<file path="src/hdl/csor_pkg.sv">
/*
 Constants for the configuration strap override register block.
 Assumes an 8-bit register port and one 10 MHz board-logic clock.
*/
// Contract
// Voltage enable selects voltage ID source
// Core PLL enable selects both core ratios
// Platform PLL enable selects platform ratio
// Clock enable selects programmed clock words
// Memory PLL enable selects memory ratio; the code selects it with EN_PLATFORM_PLL_OVERRIDE_EN (bit 7)
// Serial-link enable selects four-bit link mode
// Board-logic enable selects two-bit strap
// Host enable selects three-bit host role
// Flash enable selects flash map
// Boot-sequence enable selects boot sequence strap
// Boot-location enable selects boot location strap
// Voltage register reads live bus, gated writes
// Voltage ID bits mapped reversed
// Flash map reads live, gated writes
// Boot sequence reads live, own enable
// Boot location reads live, gated writes
// First core ratio readback, gated write
// Second core ratio readback, gated write
// Memory ratio readback, gated write
// Platform ratio readback, gated write
// Override enables clear at reset
// Reserved bits read zero, ignore writes
package csor_pkg;
    localparam logic [3:0] ADDR_EN_A = 4'h0;
    localparam logic [3:0] ADDR_EN_B = 4'h1;
    localparam logic [3:0] ADDR_VOLT = 4'h2;
    localparam logic [3:0] ADDR_BOOT = 4'h3;
    localparam logic [3:0] ADDR_CORE = 4'h4;
    localparam logic [3:0] ADDR_PLAT = 4'h5;
    localparam logic [3:0] ADDR_HOST = 4'h6;
    localparam logic [3:0] ADDR_SYSW0 = 4'h7;
    localparam logic [3:0] ADDR_MEMW0 = 4'ha;
    localparam int CLK_WORDS = 3;
    // Enable A bits
    localparam int EN_VOLT = 0;
    localparam int EN_CORE_PLL_OVERRIDE_EN = 3;
    localparam int EN_PPLL = 4;
    localparam int EN_CLK = 5;
    localparam int EN_PLATFORM_PLL_OVERRIDE_EN = 7;
    localparam logic [7:0] EN_A_MASK = 8'hb9;
    // Enable B bits
    localparam int EN_LINK = 2;
    localparam int EN_BRD = 3;
    localparam int EN_HOST = 4;
    localparam int EN_FLASH = 5;
    localparam int EN_BSEQ = 6;
    localparam int EN_BLOC = 7;
    localparam logic [7:0] EN_B_MASK = 8'hfc;
    localparam logic [7:0] RESET_EN = 8'h00;
    localparam logic [7:0] RESET_VAL = 8'h00;
endpackage

</file>
<file path="src/hdl/csor_field_mux.sv">
/*
 One strap group: holds the software value and selects the strap source.
 Assumes switch inputs already synchronised by the caller.
*/
`timescale 1ns/100ps
module csor_field_mux #(
    parameter int W = 1
) (
    input wire logic ref_clk_in,
    input wire logic rst_n_in,
    input wire logic en_in,
    input wire logic wr_in,
    input wire logic [W-1:0] wdata_in,
    input wire logic [W-1:0] switch_in,
    output logic [W-1:0] strap_out
);
    logic [W-1:0] val_q;

    // Write lands only while override enabled
    always_ff @(posedge ref_clk_in) begin
        if (!rst_n_in) begin
            val_q <= '0;
        end else if (wr_in && en_in) begin
            val_q <= wdata_in;
        end
    end

    always_ff @(posedge ref_clk_in) begin
        if (!rst_n_in) begin
            strap_out <= '0;
        end else begin
            strap_out <= en_in ? val_q : switch_in;
        end
    end
endmodule

</file>
<file path="src/hdl/csor_regs.sv">
/*
 Strap override register bank: enables, strap values, clock words.
 Assumes switch inputs are asynchronous pins and a one-cycle strobe bus.
*/
// The strobed register port and the register addresses were decided locally.
`timescale 1ns/100ps
module csor_regs (
    input wire logic ref_clk_in,
    input wire logic rst_n_in,
    input wire logic [3:0] addr_in,
    input wire logic [7:0] wdata_in,
    input wire logic wr_in,
    input wire logic rd_in,
    output logic [7:0] rdata_out,
    input wire logic [6:0] voltage_id_sw_in,
    input wire logic [2:0] first_core_ratio_sw_in,
    input wire logic [2:0] second_core_ratio_sw_in,
    input wire logic [2:0] platform_ratio_sw_in,
    input wire logic [3:0] memory_ratio_sw_in,
    input wire logic [3:0] link_mode_sw_in,
    input wire logic [1:0] board_logic_sw_in,
    input wire logic [2:0] host_role_sw_in,
    input wire logic [1:0] flash_map_sw_in,
    input wire logic [1:0] boot_sequence_sw_in,
    input wire logic [3:0] boot_location_sw_in,
    output logic [6:0] voltage_id_strap_out,
    output logic [2:0] first_core_ratio_strap_out,
    output logic [2:0] second_core_ratio_strap_out,
    output logic [2:0] platform_ratio_strap_out,
    output logic [3:0] memory_ratio_strap_out,
    output logic [3:0] link_mode_strap_out,
    output logic [1:0] board_logic_strap_out,
    output logic [2:0] host_role_strap_out,
    output logic [1:0] flash_map_strap_out,
    output logic [1:0] boot_sequence_strap_out,
    output logic [3:0] boot_location_strap_out,
    output logic clock_word_sel_out,
    output logic [23:0] system_clock_word_out,
    output logic [23:0] memory_clock_word_out
);
    localparam int SW_W = 37;

    logic [SW_W-1:0] sw_meta_q;
    logic [SW_W-1:0] sw_sync_q;
    logic [7:0] en_a_q;
    logic [7:0] en_b_q;
    logic [7:0] sys_word_q [csor_pkg::CLK_WORDS];
    logic [7:0] mem_word_q [csor_pkg::CLK_WORDS];
    logic [7:0] rdata_d;
    logic [6:0] volt_sw;
    logic [2:0] core0_sw;
    logic [2:0] core1_sw;
    logic [2:0] plat_sw;
    logic [3:0] mem_sw;
    logic [3:0] link_sw;
    logic [1:0] brd_sw;
    logic [2:0] host_sw;
    logic [1:0] flash_sw;
    logic [1:0] bseq_sw;
    logic [3:0] bloc_sw;
    logic wr_volt;
    logic wr_boot;
    logic wr_core;
    logic wr_plat;
    logic wr_host;

    function automatic logic [6:0] rev7(input logic [6:0] v);
        logic [6:0] r;
        r = '0;
        for (int i = 0; i < 7; i++) begin
            r[i] = v[6-i];
        end
        return r;
    endfunction

    ////////////////////////////////////////////////////////////////////////
    // Switch synchronisers
    always_ff @(posedge ref_clk_in) begin
        if (!rst_n_in) begin
            sw_meta_q <= '0;
            sw_sync_q <= '0;
        end else begin
            sw_meta_q <= {voltage_id_sw_in, first_core_ratio_sw_in,
                second_core_ratio_sw_in, platform_ratio_sw_in, memory_ratio_sw_in,
                link_mode_sw_in, board_logic_sw_in, host_role_sw_in,
                flash_map_sw_in, boot_sequence_sw_in, boot_location_sw_in};
            sw_sync_q <= sw_meta_q;
        end
    end

    assign {volt_sw, core0_sw, core1_sw, plat_sw, mem_sw, link_sw, brd_sw,
        host_sw, flash_sw, bseq_sw, bloc_sw} = sw_sync_q;

    ////////////////////////////////////////////////////////////////////////
    // Write decode
    assign wr_volt = wr_in && (addr_in == csor_pkg::ADDR_VOLT);
    assign wr_boot = wr_in && (addr_in == csor_pkg::ADDR_BOOT);
    assign wr_core = wr_in && (addr_in == csor_pkg::ADDR_CORE);
    assign wr_plat = wr_in && (addr_in == csor_pkg::ADDR_PLAT);
    assign wr_host = wr_in && (addr_in == csor_pkg::ADDR_HOST);

    // Override enables
    always_ff @(posedge ref_clk_in) begin
        if (!rst_n_in) begin
            en_a_q <= csor_pkg::RESET_EN;
            en_b_q <= csor_pkg::RESET_EN;
        end else if (wr_in && addr_in == csor_pkg::ADDR_EN_A) begin
            en_a_q <= wdata_in & csor_pkg::EN_A_MASK;
        end else if (wr_in && addr_in == csor_pkg::ADDR_EN_B) begin
            en_b_q <= wdata_in & csor_pkg::EN_B_MASK;
        end
    end

    // Clock generator words
    always_ff @(posedge ref_clk_in) begin
        if (!rst_n_in) begin
            for (int i = 0; i < csor_pkg::CLK_WORDS; i++) begin
                sys_word_q[i] <= csor_pkg::RESET_VAL;
                mem_word_q[i] <= csor_pkg::RESET_VAL;
            end
        end else if (wr_in) begin
            for (int i = 0; i < csor_pkg::CLK_WORDS; i++) begin
                if (addr_in == csor_pkg::ADDR_SYSW0 + 4'(i)) begin
                    sys_word_q[i] <= wdata_in;
                end
                if (addr_in == csor_pkg::ADDR_MEMW0 + 4'(i)) begin
                    mem_word_q[i] <= wdata_in;
                end
            end
        end
    end

    assign clock_word_sel_out = en_a_q[csor_pkg::EN_CLK];
    assign system_clock_word_out = {sys_word_q[0], sys_word_q[1], sys_word_q[2]};
    assign memory_clock_word_out = {mem_word_q[0], mem_word_q[1], mem_word_q[2]};

    ////////////////////////////////////////////////////////////////////////
    // Strap groups
    csor_field_mux #(.W(7)) u_volt (
        .ref_clk_in(ref_clk_in), .rst_n_in(rst_n_in),
        .en_in(en_a_q[csor_pkg::EN_VOLT]),
        .wr_in(wr_volt),
        .wdata_in(rev7(wdata_in[7:1])),
        .switch_in(volt_sw), .strap_out(voltage_id_strap_out));

    csor_field_mux #(.W(3)) u_core0 (
        .ref_clk_in(ref_clk_in), .rst_n_in(rst_n_in),
        .en_in(en_a_q[csor_pkg::EN_CORE_PLL_OVERRIDE_EN]),
        .wr_in(wr_core), .wdata_in(wdata_in[2:0]),
        .switch_in(core0_sw), .strap_out(first_core_ratio_strap_out));

    csor_field_mux #(.W(3)) u_core1 (
        .ref_clk_in(ref_clk_in), .rst_n_in(rst_n_in),
        .en_in(en_a_q[csor_pkg::EN_CORE_PLL_OVERRIDE_EN]),
        .wr_in(wr_core), .wdata_in(wdata_in[5:3]),
        .switch_in(core1_sw), .strap_out(second_core_ratio_strap_out));

    csor_field_mux #(.W(3)) u_plat (
        .ref_clk_in(ref_clk_in), .rst_n_in(rst_n_in),
        .en_in(en_a_q[csor_pkg::EN_PPLL]),
        .wr_in(wr_plat), .wdata_in(wdata_in[7:5]),
        .switch_in(plat_sw), .strap_out(platform_ratio_strap_out));

    csor_field_mux #(.W(4)) u_mem (
        .ref_clk_in(ref_clk_in), .rst_n_in(rst_n_in),
        .en_in(en_a_q[csor_pkg::EN_PLATFORM_PLL_OVERRIDE_EN]),
        .wr_in(wr_plat), .wdata_in({1'b0, wdata_in[4:2]}),
        .switch_in(mem_sw), .strap_out(memory_ratio_strap_out));

    csor_field_mux #(.W(4)) u_link (
        .ref_clk_in(ref_clk_in), .rst_n_in(rst_n_in),
        .en_in(en_b_q[csor_pkg::EN_LINK]),
        .wr_in(wr_host), .wdata_in(wdata_in[7:4]),
        .switch_in(link_sw), .strap_out(link_mode_strap_out));

    csor_field_mux #(.W(2)) u_brd (
        .ref_clk_in(ref_clk_in), .rst_n_in(rst_n_in),
        .en_in(en_b_q[csor_pkg::EN_BRD]),
        .wr_in(wr_core), .wdata_in(wdata_in[7:6]),
        .switch_in(brd_sw), .strap_out(board_logic_strap_out));

    csor_field_mux #(.W(3)) u_host (
        .ref_clk_in(ref_clk_in), .rst_n_in(rst_n_in),
        .en_in(en_b_q[csor_pkg::EN_HOST]),
        .wr_in(wr_host), .wdata_in(wdata_in[2:0]),
        .switch_in(host_sw), .strap_out(host_role_strap_out));

    csor_field_mux #(.W(2)) u_flash (
        .ref_clk_in(ref_clk_in), .rst_n_in(rst_n_in),
        .en_in(en_b_q[csor_pkg::EN_FLASH]),
        .wr_in(wr_boot), .wdata_in(wdata_in[1:0]),
        .switch_in(flash_sw), .strap_out(flash_map_strap_out));

    csor_field_mux #(.W(2)) u_bseq (
        .ref_clk_in(ref_clk_in), .rst_n_in(rst_n_in),
        .en_in(en_b_q[csor_pkg::EN_BSEQ]),
        .wr_in(wr_boot), .wdata_in(wdata_in[3:2]),
        .switch_in(bseq_sw), .strap_out(boot_sequence_strap_out));

    csor_field_mux #(.W(4)) u_bloc (
        .ref_clk_in(ref_clk_in), .rst_n_in(rst_n_in),
        .en_in(en_b_q[csor_pkg::EN_BLOC]),
        .wr_in(wr_boot), .wdata_in(wdata_in[7:4]),
        .switch_in(bloc_sw), .strap_out(boot_location_strap_out));

    ////////////////////////////////////////////////////////////////////////
    // Readback of live straps
    always_comb begin
        rdata_d = 8'h00;
        case (addr_in)
            csor_pkg::ADDR_EN_A: rdata_d = en_a_q;
            csor_pkg::ADDR_EN_B: rdata_d = en_b_q;
            csor_pkg::ADDR_VOLT: rdata_d = {rev7(voltage_id_strap_out), 1'b0};
            csor_pkg::ADDR_BOOT: rdata_d = {boot_location_strap_out,
                boot_sequence_strap_out, flash_map_strap_out};
            csor_pkg::ADDR_CORE: rdata_d = {board_logic_strap_out,
                second_core_ratio_strap_out, first_core_ratio_strap_out};
            csor_pkg::ADDR_PLAT: rdata_d = {platform_ratio_strap_out,
                memory_ratio_strap_out[2:0], 2'b00};
            csor_pkg::ADDR_HOST: rdata_d = {link_mode_strap_out, 1'b0,
                host_role_strap_out};
            csor_pkg::ADDR_SYSW0: rdata_d = sys_word_q[0];
            csor_pkg::ADDR_SYSW0 + 4'h1: rdata_d = sys_word_q[1];
            csor_pkg::ADDR_SYSW0 + 4'h2: rdata_d = sys_word_q[2];
            csor_pkg::ADDR_MEMW0: rdata_d = mem_word_q[0];
            csor_pkg::ADDR_MEMW0 + 4'h1: rdata_d = mem_word_q[1];
            csor_pkg::ADDR_MEMW0 + 4'h2: rdata_d = mem_word_q[2];
            default: rdata_d = 8'h00;
        endcase
    end

    always_ff @(posedge ref_clk_in) begin
        if (!rst_n_in) begin
            rdata_out <= 8'h00;
        end else if (rd_in) begin
            rdata_out <= rdata_d;
        end else begin
            rdata_out <= 8'h00;
        end
    end
endmodule

</file>
<file path="config.mk">
export PLATFORM = sky130hd
export DESIGN_NAME = csor_regs
export DESIGN_NICKNAME = d
export VERILOG_FILES = /design/src/hdl/csor_pkg.sv /design/src/hdl/csor_field_mux.sv /design/src/hdl/csor_regs.sv
export SDC_FILE = /design/constraint.sdc
export NUM_CORES = 1
export LEC_CHECK = 0
export ABC_AREA = 0
export BUFFER_PORTS_ARGS = -buffer_cell sky130_fd_sc_hd__clkbuf_2
export CAP_MARGIN = 20
export CORE_UTILIZATION = 55
export DETAILED_ROUTE_END_ITERATION = 8
export PLACE_DENSITY = 0.79
export SKIP_LAST_GASP = 1
export SLEW_MARGIN = 20
export SYNTH_ARGS = -nofsm -noshare
export SYNTH_HDL_FRONTEND = slang
export SYNTH_SLANG_ARGS = --single-unit
</file>
<file path="constraint.sdc">
create_clock -name ref_clk_in -period 1.96 [get_ports ref_clk_in]
set_clock_uncertainty 0.05 [all_clocks]
set_input_delay 0.098 -clock ref_clk_in [delete_from_list [all_inputs] [get_ports ref_clk_in]]
set_output_delay 0.098 -clock ref_clk_in [all_outputs]
set_load 0.02 [all_outputs]
</file>
==> results by stage <==
Floorplan:
- During I/O placement, the number of pins put on the boundary was approximately 150.
- The row count is between 40 and 50.
- The region available for standard cell placement spans approximately 14000 µm².
- Measured along the x axis, the die boundary spans ~120 µm.
- For this configuration, the core starts out at a cell density of 57.3%.
- The die height is 123 µm.
- The die covers approximately 15000 µm².

Global route:
- The number of antenna violations at the first check in global routing was 0.
- The number of global-route vias before repair is between 5000 and 6000.
- The first-pass GRT wire length is around 33 mm.
- The global router's overall resource usage is ~30%.
- The largest net degree at the start of global routing is 159.
- Summed over all layers, the global routing overflow is 0.

Synthesis:
- For this run, the leading register cell type out of synthesis is sky130_fd_sc_hd__dfxtp_1.
- Counting distinct cell types in the post-synthesis netlist gives 55.
- Counting flops with a built-in enable in the synthesized netlist gives 48.
- The flip-flop and latch count after synthesis is 214.
- The mapped netlist covers 8080 µm².
- In this run the biggest area consumer among cell types represents between 40% and 50% of the synthesized area.
- The async set-reset flop share out of synthesis is 0%.
- By area the synthesized netlist is led by sky130_fd_sc_hd__dfxtp_1 41%, sky130_fd_sc_hd__edfxtp_1 18%, sky130_fd_sc_hd__mux2i_1 9.9%.
- The number of warnings printed during yosys synthesis is 0.
- Synthesis produced approximately 700 cells.
- The library cell with the largest summed area after synthesis is sky130_fd_sc_hd__dfxtp_1.
- The number of nets in the synthesized netlist is around 750.
- The sequential share of the synthesized area is around three fifths.
- The post-synthesis average cell area is roughly 12 µm².

Timing:
- Setup repair after global routing left no endpoint under its margin.
- At the pin with the least slew margin, the transition time is around 0.58 ns.
- The sum of negative setup slack is 0 ns.
- Setup violations remaining at the end of the flow were counted as 0.
- The portion of the clock cycle consumed by the worst path in the final layout is ~85%.
- The post-route minimum period is approximately 1.7 ns.
- Measured against its own limit, the worst slew margin works out to around three fifths.
- The final-report max-slew violation count is 0.
- The fmax is roughly 600 MHz.
- The final hold violation count is 0.

Power and ir drop:
- In this run the power density over the cells is between 900 and 1000 nW/µm².
- The net switching fraction of the power is 22.4%.
- Internal power comes to approximately 7.6 mW.
- In this run the power spent charging and discharging nets is about 2.2 mW.
- The worst-case IR drop observed on VDD is 0.612 mV.
- Sequential cells account for 48.9% of the total power.
- Combinational logic burns about 8.2% of the power.
- In this run, the clock network consumes around 43% of the power.
- The total power draw is approximately 9.8 mW.
- The static power due to leakage is around 4.2 nW.

Layout:
- Fill cells in the final layout number slightly above 1000.
- The multi-input combinational cells in the finished layout cover a total of 3040 µm².
- The repair_antennas step left the layout with diodes totalling 0.
- Leaving out fill and tap cells, the most frequent cell in the layout is sky130_fd_sc_hd__dfxtp_1.
- In the layout the commonest cells are 166 x sky130_fd_sc_hd__dfxtp_1, 145 x sky130_fd_sc_hd__clkbuf_2, 91 x sky130_fd_sc_hd__and2_1.
- Relative to the synthesized area, the layout overhead comes to 25.0%.
- The net count of the finished layout is between 900 and 1000.
- The sequential cells in the finished layout cover a total of about 4800 µm².
- Of the cells placed in the final design, the portion with a size suffix greater than 1 is between 20 and 25%.

Worst setup path:
- Of all nets on the critical path, the largest fanout is 10.
- For flop-to-flop paths, the worst setup slack is slightly below 0.3 ns.
- The endpoint of the worst setup timing path is u_volt.val_q[5].
- STA puts the critical path data required time at between 2 and 2.5 ns.
- In this run the critical register-to-register path is launched from en_a_q[0].
- The kind of critical path is register to register.
- The worst register-to-register path ends at u_volt.val_q[5].
- The kind of start point of the critical path is a register.
- The most critical setup path has its startpoint at en_a_q[0].
- STA classifies the critical path endpoint as a register.
- The logic depth of the worst register-to-register path is 3.
- The data arrival at the endpoint of the critical path is ~2.0 ns.

Routing:
- In the routed design, unresolved DRC markers number 0.
- The via count is about 5900.
- The post-detailed-route wirelength per cell is 20.6 µm.
- The DRC marker count from the first detailed-route iteration is between 500 and 600.
- The count of nets left with antenna violations once routing finished came out at 0.
- The routed wire length is 22.1 mm.
- After detailed routing, the number of vias per cell comes to ~5.5.
- The number of optimization iterations in the first detailed-route pass is 5.

Clock network:
- The total CTS buffers is 21.
- The number of gates resized after CTS is 0.
- Clock tree synthesis selected as its root buffer the cell sky130_fd_sc_hd__clkbuf_16.
- The clock passes through at most 3 buffers.
- Clock latency on the worst-skew pair, taken at its later pin, is approximately 0.5 ns.
- TritonCTS built the clock tree.
- The number of sinks on the clock net is about 210.
- The total number of H-tree levels is 1.
- The clock slew seen by the registers of the worst setup and hold paths is around 0.070 ns.
- The number of setup buffers added after CTS is 0.

Hold path:
- The min-delay analysis places its worst path in the category input port to register.

Flow run:
- The max-capacitance violation count is 0.

Status:
- The run finished with clean final reports.

Placement:
- Once detailed placement completed, the half-perimeter wirelength came to between 15 and 20 mm.
- Routability-driven placement finished with a final weighted congestion of a little under 1.
- Input and output buffers added on the ports amount to around 150.
==> worst min-delay path by stage <==
stage / slack (ns) / endpoint / startpoint / depth (start not counted)
floorplan: 0.18 / sw_meta_q[0] / boot_location_sw_in[0] / 1
global placement: 0.25 / sw_meta_q[8] / host_role_sw_in[0] / 2
detailed placement: 0.26 / sw_meta_q[34] / voltage_id_sw_in[4] / 2
CTS: 0.002 / u_host.val_q[1] / wdata_in[1] / 3
global route: 0.007 / u_host.val_q[1] / wdata_in[1] / 3
finish: 0.02 / u_host.val_q[1] / wdata_in[1] / 3
==> kinds of logic after synthesis <==
family / after synthesis / synth area share, %
buffers and inverters: 57 / 3.36
AO/OA/AOI/OAI: 77 / 7.39
multiplexers: 88 / 11.0
AND/OR/NAND/NOR: 263 / 19.3
flip-flops: 214 / 59.0
==> flip-flops by register name, summed over array words and instances, names as in the netlist, 4 cells and up <==
register          count
rdata_out             8
u_mem.strap_out       4
u_link.strap_out      4
u_volt.val_q          7
mem_word_q           24
en_a_q                5
u_bloc.val_q          4
sys_word_q           24
sw_meta_q            37
u_bloc.strap_out      4
sw_sync_q            37
en_b_q                6
u_link.val_q          4
u_volt.strap_out      7
==> layout make-up <==
cell class,instances,share of cell area [%]
tap,180,2.23
sequential,214,47.2
timing repair buffer,210,13.2
clock buffer,28,6.06
multi-input combinational,428,30.1
inverter,3,0.112
clock inverter,8,1.13
==> through the flow <==
stage	utilization, %	setup WS, ns	instances	hold WS [ns]	area [µm²]
after CTS	71.6	0.305	1071	0.00170	10100
after detailed placement	63.6	0.213	994	0.256	8960
after floorplan	-	0.197	699	0.175	8080
after global placement	63.6	0.242	994	0.253	8960
final	71.6	0.288	1071	0.0234	10100
after global routing	71.6	0.199	1071	0.00692	10100
==> synthesized netlist by cell type, drive strengths merged (6+ instances only) <==
| master | count |
|---|---|
| nor2b | 81 |
| edfxtp | 48 |
| nand2 | 34 |
| nor2 | 6 |
| clkbuf | 27 |
| mux2 | 8 |
| and2 | 91 |
| nand3 | 29 |
| buf | 27 |
| a31oi | 6 |
| a21oi | 7 |
| mux2i | 80 |
| a22oi | 10 |
| a22o | 7 |
| dfxtp | 166 |
| a21boi | 11 |
==> power groups by stage <==
stage          registers, mW  logic (mW)  clock network [mW]
5_1_grt                 4.79       0.855                4.41
6_report                4.78       0.797                4.19
3_3_place_gp            4.87       0.717                   0
4_1_cts                 4.78       0.788                4.22
2_1_floorplan           4.94       0.331                   0
3_5_place_dp            4.87       0.723                   0
==> per-layer routing <==
layer | GRT usage (%) | vias up | share of wire [%]
li1 | - | 2764 | -
met3 | 4.66 | 59 | 7.0
met5 | 0 | - | 0
met1 | 36.8 | 2813 | 41
met2 | 50.7 | 262 | 48
met4 | 11.8 | 0 | 3.5
==> worst max-delay path, cell delays in order (launching register included) <==
cell	delay, ns
sky130_fd_sc_hd__dfxtp_1	0.65
sky130_fd_sc_hd__and3_1	0.53
sky130_fd_sc_hd__mux2i_1	0.25
sky130_fd_sc_hd__nor2b_1	0.07
==> repair_timing <==
action,in CTS,in global routing
endpoints found under the setup margin,0,0
hold buffers,41,0
hold endpoints to repair,40,0
No activity file was read; power rests on OpenSTA's default activity.
